===== config.mk =====
export PLATFORM = sky130hd
export DESIGN_NAME = adc_sequencer_control
export DESIGN_NICKNAME = d
export VERILOG_FILES = /design/src/core/adc_seq_pkg.sv /design/src/core/adc_sequencer_control.sv
export SDC_FILE = /design/constraint.sdc
export NUM_CORES = 1
export LEC_CHECK = 0
export BUFFER_PORTS_ARGS = -buffer_cell sky130_fd_sc_hd__buf_2
export CORE_MARGIN = 2
export CORE_UTILIZATION = 55
export DETAILED_ROUTE_END_ITERATION = 8
export GPL_TIMING_DRIVEN = 0
export MAX_ROUTING_LAYER = met4
export PLACE_DENSITY = 0.9
export SETUP_SLACK_MARGIN = 0.1
export SLEW_MARGIN = 15
export SYNTH_ARGS = -nofsm -noshare
export SYNTH_HDL_FRONTEND = slang
export SYNTH_SLANG_ARGS = --single-unit

===== constraint.sdc =====
create_clock -name SYS_CLK_I -period 3.4 [get_ports SYS_CLK_I]
set_clock_uncertainty 0.15 [all_clocks]
set_input_delay 0 -clock SYS_CLK_I [delete_from_list [all_inputs] [get_ports SYS_CLK_I]]
set_output_delay 0 -clock SYS_CLK_I [all_outputs]
set_load 0.01 [all_outputs]

===== src/core/adc_seq_pkg.sv =====
// shared constants and types for the converter sequencer
package adc_seq_pkg;

   // ----------------------------------------------------------------
   // conversion geometry
   // ----------------------------------------------------------------
   localparam int RESULT_BITS      = 10;
   localparam int TAD_PER_CONV     = 12;
   localparam int TRIGGER_SOURCES  = 17;
   localparam int CLK_PERIOD_NS    = 4;

   localparam logic [3:0] TAD_LAST      = 4'hb;
   localparam logic [3:0] TAD_FIRST_BIT = 4'h1;
   localparam logic [3:0] TAD_LAST_BIT  = 4'ha;

   // ----------------------------------------------------------------
   // clock select encodings
   // ----------------------------------------------------------------
   localparam logic [2:0] CLKSEL_DIV2  = 3'h0;
   localparam logic [2:0] CLKSEL_DIV4  = 3'h4;
   localparam logic [2:0] CLKSEL_DIV8  = 3'h1;
   localparam logic [2:0] CLKSEL_DIV16 = 3'h5;
   localparam logic [2:0] CLKSEL_DIV32 = 3'h2;
   localparam logic [2:0] CLKSEL_DIV64 = 3'h6;
   localparam logic [1:0] CLKSEL_RC_LOW = 2'h3;

   // prescaler terminal counts (divisor minus one)
   localparam logic [5:0] PRESC_DIV2  = 6'h01;
   localparam logic [5:0] PRESC_DIV4  = 6'h03;
   localparam logic [5:0] PRESC_DIV8  = 6'h07;
   localparam logic [5:0] PRESC_DIV16 = 6'h0f;
   localparam logic [5:0] PRESC_DIV32 = 6'h1f;
   localparam logic [5:0] PRESC_DIV64 = 6'h3f;

   // ----------------------------------------------------------------
   // field layout of the first control register readback
   // ----------------------------------------------------------------
   localparam int CTRL_ON_POS   = 0;
   localparam int CTRL_GO_POS   = 1;
   localparam int CTRL_CHS_LSB  = 2;
   localparam int CTRL_CHS_MSB  = 7;

   // ----------------------------------------------------------------
   // reset values and trigger codes
   // ----------------------------------------------------------------
   localparam logic [9:0] SAR_START   = 10'h200;
   localparam logic [7:0] RESULT_RST  = 8'h00;
   localparam logic [4:0] TRIG_NONE   = 5'h00;
   localparam logic [4:0] TRIG_LAST   = 5'h11;

   typedef enum logic [2:0] {
      ST_IDLE    = 3'b001,
      ST_DELAY   = 3'b010,
      ST_CONVERT = 3'b100
   } seq_state_type;

endpackage : adc_seq_pkg


===== src/core/adc_sequencer_control.sv =====
// successive-approximation converter sequencer: clocking, start/abort, sleep, trigger, result
`timescale 1ns/100ps

module adc_sequencer_control
   import adc_seq_pkg::*;
#(
   parameter int NUM_SOURCES = TRIGGER_SOURCES
) (
   input  wire logic                   SYS_CLK_I,
   input  wire logic                   NRST_I,
   input  wire logic                   ADC_ON_I,
   input  wire logic [5:0]             CHANNEL_SELECT_I,
   input  wire logic                   GO_SET_I,
   input  wire logic                   GO_CLEAR_I,
   input  wire logic [2:0]             CONV_CLOCK_SELECT_I,
   input  wire logic                   RESULT_FORMAT_SELECT_I,
   input  wire logic [4:0]             AUTO_TRIGGER_SELECT_I,
   input  wire logic [NUM_SOURCES-1:0] TRIGGER_SOURCES_I,
   input  wire logic                   SLEEP_I,
   input  wire logic                   RC_TICK_I,
   input  wire logic                   INSTR_TICK_I,
   input  wire logic                   COMPARE_I,
   input  wire logic                   FLAG_CLEAR_I,
   input  wire logic                   CONV_DONE_IRQ_ENABLE_I,
   input  wire logic                   PERIPH_IRQ_ENABLE_I,
   input  wire logic                   GLOBAL_IRQ_ENABLE_I,
   output logic                        CONV_GO_O,
   output logic                        CONV_DONE_FLAG_O,
   output logic [7:0]                  RESULT_HIGH_O,
   output logic [7:0]                  RESULT_LOW_O,
   output logic [7:0]                  CONTROL_FIRST_O,
   output logic [9:0]                  TRIAL_CODE_O,
   output logic                        HOLD_O,
   output logic                        CONVERTER_ACTIVE_O,
   output logic                        WAKE_REQUEST_O,
   output logic                        WAKE_VECTOR_O,
   output logic                        IRQ_O
);

   // ----------------------------------------------------------------
   // state record
   // ----------------------------------------------------------------
   typedef struct packed {
      seq_state_type state;
      logic          go;
      logic          flag;
      logic [9:0]    code;
      logic [3:0]    resolved;
      logic [3:0]    tad_count;
      logic [5:0]    presc;
      logic [2:0]    prev_sel;
      logic          trig_prev;
      logic [7:0]    res_high;
      logic [7:0]    res_low;
      logic          sleep_off;
      logic          wake;
      logic          wake_vector;
   } regs_type;

   localparam regs_type REGS_RST = '{
      state:       ST_IDLE,
      go:          1'b0,
      flag:        1'b0,
      code:        SAR_START,
      resolved:    4'h0,
      tad_count:   4'h0,
      presc:       6'h00,
      prev_sel:    CLKSEL_DIV2,
      trig_prev:   1'b0,
      res_high:    RESULT_RST,
      res_low:     RESULT_RST,
      sleep_off:   1'b0,
      wake:        1'b0,
      wake_vector: 1'b0
   };

   regs_type r;
   regs_type next_r;

   // ----------------------------------------------------------------
   // helpers
   // ----------------------------------------------------------------
   function automatic logic is_rc(input logic [2:0] sel);
      return sel[1:0] == CLKSEL_RC_LOW;
   endfunction : is_rc

   // rc codes never use this limit; the rc path bypasses the prescaler
   function automatic logic [5:0] presc_limit(input logic [2:0] sel);
      logic [5:0] lim;
      lim = PRESC_DIV2;
      unique case (sel)
         CLKSEL_DIV2:  lim = PRESC_DIV2;
         CLKSEL_DIV4:  lim = PRESC_DIV4;
         CLKSEL_DIV8:  lim = PRESC_DIV8;
         CLKSEL_DIV16: lim = PRESC_DIV16;
         CLKSEL_DIV32: lim = PRESC_DIV32;
         CLKSEL_DIV64: lim = PRESC_DIV64;
         default:      lim = PRESC_DIV2;
      endcase
      return lim;
   endfunction : presc_limit

   // bits not yet resolved copy the last resolved bit
   function automatic logic [9:0] fill_partial(input logic [9:0] code, input logic [3:0] nres);
      logic [9:0] res;
      logic       last;
      res  = 10'h000;
      last = 1'b0;
      for (int i = 0; i < RESULT_BITS; i++) begin
         if (4'(i) < nres) begin
            res[9-i] = code[9-i];
            last     = code[9-i];
         end else begin
            res[9-i] = (nres == 4'h0) ? 1'b0 : last;
         end
      end
      return res;
   endfunction : fill_partial

   function automatic logic [15:0] justify(input logic [9:0] value, input logic right);
      if (right) begin
         return {6'h00, value};
      end
      return {value, 6'h00};
   endfunction : justify

   // ----------------------------------------------------------------
   // combinational decode
   // ----------------------------------------------------------------
   logic       rc_sel;
   logic       tad_tick;
   logic       trig_level;
   logic       trig_edge;
   logic       sel_changed;
   logic [4:0] trig_index;

   assign rc_sel      = is_rc(CONV_CLOCK_SELECT_I);
   assign sel_changed = CONV_CLOCK_SELECT_I != r.prev_sel;
   assign trig_index  = AUTO_TRIGGER_SELECT_I - 5'h01;
   // codes past the last source decode as no trigger, like code zero

   always_comb begin
      trig_level = 1'b0;
      if (AUTO_TRIGGER_SELECT_I != TRIG_NONE && AUTO_TRIGGER_SELECT_I <= TRIG_LAST) begin
         trig_level = TRIGGER_SOURCES_I[trig_index];
      end
   end

   assign trig_edge = trig_level && !r.trig_prev && !SLEEP_I;

   // rc periods arrive as ticks; sysclk periods come from the prescaler
   assign tad_tick = rc_sel ? RC_TICK_I : (r.presc == presc_limit(CONV_CLOCK_SELECT_I));

   // ----------------------------------------------------------------
   // next state
   // ----------------------------------------------------------------
   always_comb begin
      logic        powered;
      logic        start_req;
      logic        complete;
      logic [9:0]  final_code;
      logic [15:0] packed_res;
      logic [3:0]  bit_index;

      next_r     = r;
      powered    = 1'b0;
      start_req  = 1'b0;
      complete   = 1'b0;
      final_code = 10'h000;
      packed_res = 16'h0000;
      bit_index  = 4'h0;

      next_r.prev_sel  = CONV_CLOCK_SELECT_I;
      next_r.trig_prev = trig_level;
      next_r.wake      = 1'b0;

      // prescaler free-runs between restarts
      if (sel_changed || tad_tick) begin
         next_r.presc = 6'h00;
      end else begin
         next_r.presc = r.presc + 6'h01;
      end

      if (!SLEEP_I) begin
         next_r.sleep_off = 1'b0;
      end
      powered = ADC_ON_I && !next_r.sleep_off;

      if (GO_SET_I || trig_edge) begin
         start_req = 1'b1;
      end

      unique case (r.state)
         ST_IDLE: begin
            // a start while busy is ignored; go already reads one then
            if (start_req && ADC_ON_I && !r.sleep_off) begin
               next_r.go        = 1'b1;
               next_r.code      = SAR_START;
               next_r.resolved  = 4'h0;
               next_r.tad_count = 4'h0;
               next_r.presc     = 6'h00;
               next_r.state     = rc_sel ? ST_DELAY : ST_CONVERT;
            end
         end
         ST_DELAY: begin
            // one instruction of slack so the sleep instruction can run
            if (INSTR_TICK_I) begin
               next_r.presc = 6'h00;
               next_r.state = ST_CONVERT;
            end
         end
         ST_CONVERT: begin
            // period 0 samples, periods 1..10 resolve msb first, period 11 closes
            if (tad_tick) begin
               next_r.tad_count = r.tad_count + 4'h1;
               if (r.tad_count >= TAD_FIRST_BIT && r.tad_count <= TAD_LAST_BIT) begin
                  bit_index = TAD_LAST_BIT - r.tad_count;
                  next_r.code[bit_index] = COMPARE_I;
                  if (bit_index != 4'h0) begin
                     next_r.code[bit_index - 4'h1] = 1'b1;
                  end
                  next_r.resolved = r.resolved + 4'h1;
               end
               if (r.tad_count == TAD_LAST) begin
                  complete = 1'b1;
               end
            end
         end
         default: begin
            next_r.state = ST_IDLE;
         end
      endcase

      if (r.state != ST_IDLE) begin
         if (complete) begin
            // format is taken at load time, not at start
            final_code       = r.code;
            packed_res       = justify(final_code, RESULT_FORMAT_SELECT_I);
            next_r.res_high  = packed_res[15:8];
            next_r.res_low   = packed_res[7:0];
            next_r.go        = 1'b0;
            next_r.flag      = 1'b1;
            next_r.state     = ST_IDLE;
            if (SLEEP_I) begin
               if (CONV_DONE_IRQ_ENABLE_I) begin
                  next_r.wake        = 1'b1;
                  next_r.wake_vector = GLOBAL_IRQ_ENABLE_I && PERIPH_IRQ_ENABLE_I;
               end else begin
                  next_r.sleep_off = 1'b1;
               end
            end
         end else if (GO_CLEAR_I) begin
            // an abort never sets the flag; only a finished conversion does
            final_code      = fill_partial(r.code, r.resolved);
            packed_res      = justify(final_code, RESULT_FORMAT_SELECT_I);
            next_r.res_high = packed_res[15:8];
            next_r.res_low  = packed_res[7:0];
            next_r.go       = 1'b0;
            next_r.state    = ST_IDLE;
         end else if (SLEEP_I && !rc_sel) begin
            // sysclk stops in sleep, so the conversion cannot finish
            next_r.go        = 1'b0;
            next_r.sleep_off = 1'b1;
            next_r.state     = ST_IDLE;
         end else if (!powered) begin
            // switching off drops the conversion without touching the results
            next_r.go    = 1'b0;
            next_r.state = ST_IDLE;
         end
      end else if (SLEEP_I && !rc_sel && ADC_ON_I) begin
         // an idle converter on a sysclk select is also held off in sleep
         next_r.sleep_off = 1'b1;
      end

      // set beats clear when both land together
      if (FLAG_CLEAR_I && !complete) begin
         next_r.flag = 1'b0;
      end
   end

   // ----------------------------------------------------------------
   // state register
   // ----------------------------------------------------------------
   // reset also ends a conversion in flight and any sleep power-off
   always_ff @(posedge SYS_CLK_I) begin
      if (!NRST_I) begin
         r <= REGS_RST;
      end else begin
         r <= next_r;
      end
   end

   // ----------------------------------------------------------------
   // outputs
   // ----------------------------------------------------------------
   assign CONV_GO_O          = r.go;
   assign CONV_DONE_FLAG_O   = r.flag;
   assign RESULT_HIGH_O      = r.res_high;
   assign RESULT_LOW_O       = r.res_low;
   assign TRIAL_CODE_O       = r.code;
   assign HOLD_O             = r.state == ST_CONVERT;
   // on readback follows software even while sleep holds the converter off
   assign CONVERTER_ACTIVE_O = ADC_ON_I && !r.sleep_off;
   // vector choice latches with each wake and holds until the next one
   assign WAKE_REQUEST_O     = r.wake;
   assign WAKE_VECTOR_O      = r.wake_vector;
   assign IRQ_O              = r.flag && CONV_DONE_IRQ_ENABLE_I && PERIPH_IRQ_ENABLE_I
                               && GLOBAL_IRQ_ENABLE_I;

   always_comb begin
      CONTROL_FIRST_O                            = 8'h00;
      CONTROL_FIRST_O[CTRL_CHS_MSB:CTRL_CHS_LSB] = CHANNEL_SELECT_I;
      CONTROL_FIRST_O[CTRL_GO_POS]               = r.go;
      CONTROL_FIRST_O[CTRL_ON_POS]               = ADC_ON_I;
   end

endmodule : adc_sequencer_control


==> flow_metrics.tcl <==
set metrics [dict create \
    r2r-end "RESULT_HIGH_O[6]$_SDFFE_PN0P_" \
    wire_per_inst_microns 15.8 \
    grt_pass1_wl_microns 16700 \
    tns_ns 0 \
    die_w_microns 86.3 \
    syn-num-nets 530 \
    p_leak_nw 1.99 \
    via_count 3827 \
    powerDensity_mw_per_mm2 266 \
    drt.antenna.violating_nets 0 \
    stdcell_area_sq_mm 0.00445 \
    rows 29 \
    period_share_pct 92.0 \
    synthesis.instances 462 \
    dieHeight_microns 86.3 \
    cts_sinks 52 \
    critPathLaunch "CONV_CLOCK_SELECT_I[0]" \
    cp_data_required_time_ns 3.42 \
    via_per_inst 5.99 \
    startpoint_type "primary input" \
    r2r_setup_slack_ns 0.40 \
    rsz0062_at_grt "no" \
    areaGrowthSynthToFinish_pct 19.4 \
    crit_top_cell "a21oi_1" \
    yosysSeqAreaShare_pct 27.9 \
    grtUsageTotal_pct 28.3 \
    status "finished, final reports clean" \
    antenna_found_initial 0 \
    synth-async-reset-ratio_pct 0 \
    hold_path_class "in -> out" \
    cts_setup_buffers 0 \
    hold_end "CONTROL_FIRST_O[2]" \
    fillers 510 \
    worstHoldStart "CHANNEL_SELECT_I[0]" \
    grt_pass1_vias 3646 \
    synth_area_sq_mm 0.00372 \
    clock_latency_ns 0.32 \
    clock_path_buffers 2 \
    whs_path_depth 2 \
    drc_errors 0 \
    start_util_pct 57.7 \
    drt_iter0_drc 482 \
    grt_overflow 0 \
    yosysWarningCount 0 \
    drive_gt1_share_pct 26.2 \
    die_area_sq_mm 0.00745 \
    rr_startpoint "r[29]$_SDFFE_PN0P_" \
    relSlewSlack_pct 53.6 \
    ys_ff_latch 52 \
    vdd.ir_drop.worst_mv 0.253 \
    max_freq_mhz 320 \
    post_dp_cell_area_sq_mm 0.00421 \
    final.min_clock_period_ns 3.13 \
    htreeDepth 2 \
    worstMarginPinSlew_ns 0.691 \
    drv_cap 0 \
    routabilityCongestion 0.966 \
    diodes 0 \
    worstRegToRegCells 10 \
    cts_tree "yes" \
    setup_viol 0 \
    core_area_sq_mm 0.00646 \
    finalPower_mw 1.18 \
    cp_slowest_cell "dlygate4sd3_1" \
    hpwlAfterDp_microns 7420 \
    cpPeakStageDelay_ns 0.53 \
    port_buffers 78 \
    drt_wl_total_microns 10100 \
    critPathBufInv 4 \
    fin_nets 629 \
    ioPinCount 86 \
    synth.avg_cell_area_sq_um 8.06 \
    ys_dominant_reg_cell "dfxtp_1" \
    crit_type "in -> reg" \
    maxSlewViolCount 0 \
    end_kind "flip-flop" \
    clk_pin_slew_ns 0.09 \
    critPathMaxFanout 10 \
    critPathTopFamily "buffers and inverters" \
    arrival_ns 3.15 \
    synth_edf_count 0 \
    synth_cell_type_count 58 \
    cts_made_buffers 5 \
    clockRootBuffer "clkbuf_8" \
    crit_chain "dlygate4sd3_1 > buf_2 > inv_1 > ha_1 > a21oi_1 > a22oi_1 > o221ai_1 > nor4_1 > nor2_1 > clkbuf_1 > mux2_2 > nand3_1 > a21oi_1" \
    dr.pass1.iters 7 \
    grt_max_degree 18 \
    hold_viol_final 0 \
]
[sequential cells by signal, indices dropped and copies added, names as in the netlist]
name              cells
CONV_GO_O             1
RESULT_LOW_O          8
TRIAL_CODE_O         10
WAKE_VECTOR_O         1
RESULT_HIGH_O         8
WAKE_REQUEST_O        1
r                    22
CONV_DONE_FLAG_O      1
[report_power, final]
part | switching, mW | internal, mW
combinational | 0.103 | 0.0866
clock | 0.220 | 0.147
sequential | 0.00686 | 0.617
total | 0.330 | 0.850
[routing by layer]
| metal | vias up | wire length (microns) | global-route usage (%) |
|---|---|---|---|
| met4 | 0 | 320 | 9.80 |
| met2 | 236 | 4810 | 46.4 |
| met1 | 1731 | 4040 | 35.6 |
| li1 | 1813 | - | - |
| met5 | - | 0 | - |
| met3 | 47 | 905 | 4.48 |
[how the worst max path moves through the flow]
stage	to	slack [ns]	depth (start not counted)
finish	RESULT_HIGH_O[6]$_SDFFE_PN0P_	0.27	13
global route	RESULT_LOW_O[6]$_SDFFE_PN0P_	0.10	14
CTS	RESULT_LOW_O[6]$_SDFFE_PN0P_	0.17	14
detailed placement	RESULT_LOW_O[6]$_SDFFE_PN0P_	0.40	13
global placement	RESULT_HIGH_O[6]$_SDFFE_PN0P_	0.49	10
floorplan	RESULT_HIGH_O[7]$_SDFFE_PN0P_	0.89	9
[what timing repair did]
| item | in CTS | in global routing |
|---|---|---|
| hold buffers | 14 | 0 |
| hold endpoints to repair | 24 | 0 |
| endpoints found under the setup margin | 0 | 10 |
| resized for setup | 0 | 6 |
[cells in the mapped netlist (2+ instances only)]
library cell	instances	area (sq um)
nor4_1	2	12.5
nor4b_1	3	26.3
o21ai_0	16	80.1
o2111ai_1	3	26.3
xor2_1	2	17.5
or4_1	3	22.5
mux4_2	4	90.1
mux2_2	6	67.6
o41ai_1	5	43.8
nand3b_1	3	22.5
a22oi_1	3	22.5
nor3_1	6	30.0
nand2_1	38	143
or3_1	4	25.0
o31ai_1	5	37.5
nor2_2	7	43.8
nand3_1	28	140
clkbuf_1	14	52.6
o311ai_0	2	17.5
xnor2_1	16	140
inv_1	25	93.8
o21a_1	3	22.5
and2_1	6	37.5
a21o_1	3	22.5
a21oi_1	39	195
a2bb2oi_1	2	17.5
a221o_1	3	30.0
and3_1	7	43.8
o31a_1	2	17.5
nand2b_1	4	25.0
nand4_1	5	31.3
buf_2	2	10.0
ha_1	23	288
a211oi_1	5	37.5
nor2_1	34	128
a31oi_1	4	25.0
buf_4	35	263
mux2i_1	13	130
a211o_1	2	17.5
nor2b_1	6	37.5
dfxtp_1	52	1040
[cell families after synthesis]
kind of cell | after synthesis | share of synthesized area [%]
XOR/XNOR | 18 | 4.23
AND/OR/NAND/NOR | 160 | 21.5
flip-flops | 52 | 27.9
AO/OA/AOI/OAI | 109 | 19.5
buffers and inverters | 77 | 11.4
multiplexers | 23 | 7.73
adder cells (fa/ha/maj) | 23 | 7.73
[layout make-up]
type,count,area (sq um),area share [%]
repair buffers,92,531,11.9
flip-flops and latches,52,1040,23.4
plain buffers,52,332,7.46
clock buffers,5,68.8,1.55
inverters,25,93.8,2.11
clock inverters,3,21.3,0.478
multi-input cells,333,2260,50.9
well taps,77,96.3,2.17
[placed cells by master, fill, tap and decap left out, types with 4 or more instances in the layout]
cell type	n
clkbuf_1	12
o31ai_1	5
nand4_1	5
xnor2_1	16
nor2_2	8
nand3_1	28
buf_4	35
dlygate4sd3_1	14
inv_1	25
mux2_2	6
nand2b_1	4
a21oi_1	39
ha_1	23
buf_2	80
a211oi_1	5
and3_1	7
o21ai_0	15
mux4_2	4
nor3_1	6
nor2b_1	6
nor2_1	33
mux2i_1	13
dfxtp_1	52
a31oi_1	4
nand2_1	38
or3_1	4
and2_1	6
clkbuf_8	5
o41ai_1	5
[metrics by stage]
step / cells / utilization (%) / hold slack (ns) / setup slack (ns)
6_report: 639 / 68.8 / 0.0339 / 0.271
5_1_grt: 639 / 68.8 / 0.0390 / 0.105
4_1_cts: 639 / 68.8 / 0.0354 / 0.169
3_5_place_dp: 617 / 65.2 / 0.0356 / 0.403
3_3_place_gp: 617 / 65.2 / 0.0349 / 0.494
2_1_floorplan: 462 / - / -0.0582 / 0.892
Power figures use the tool's default switching activity.
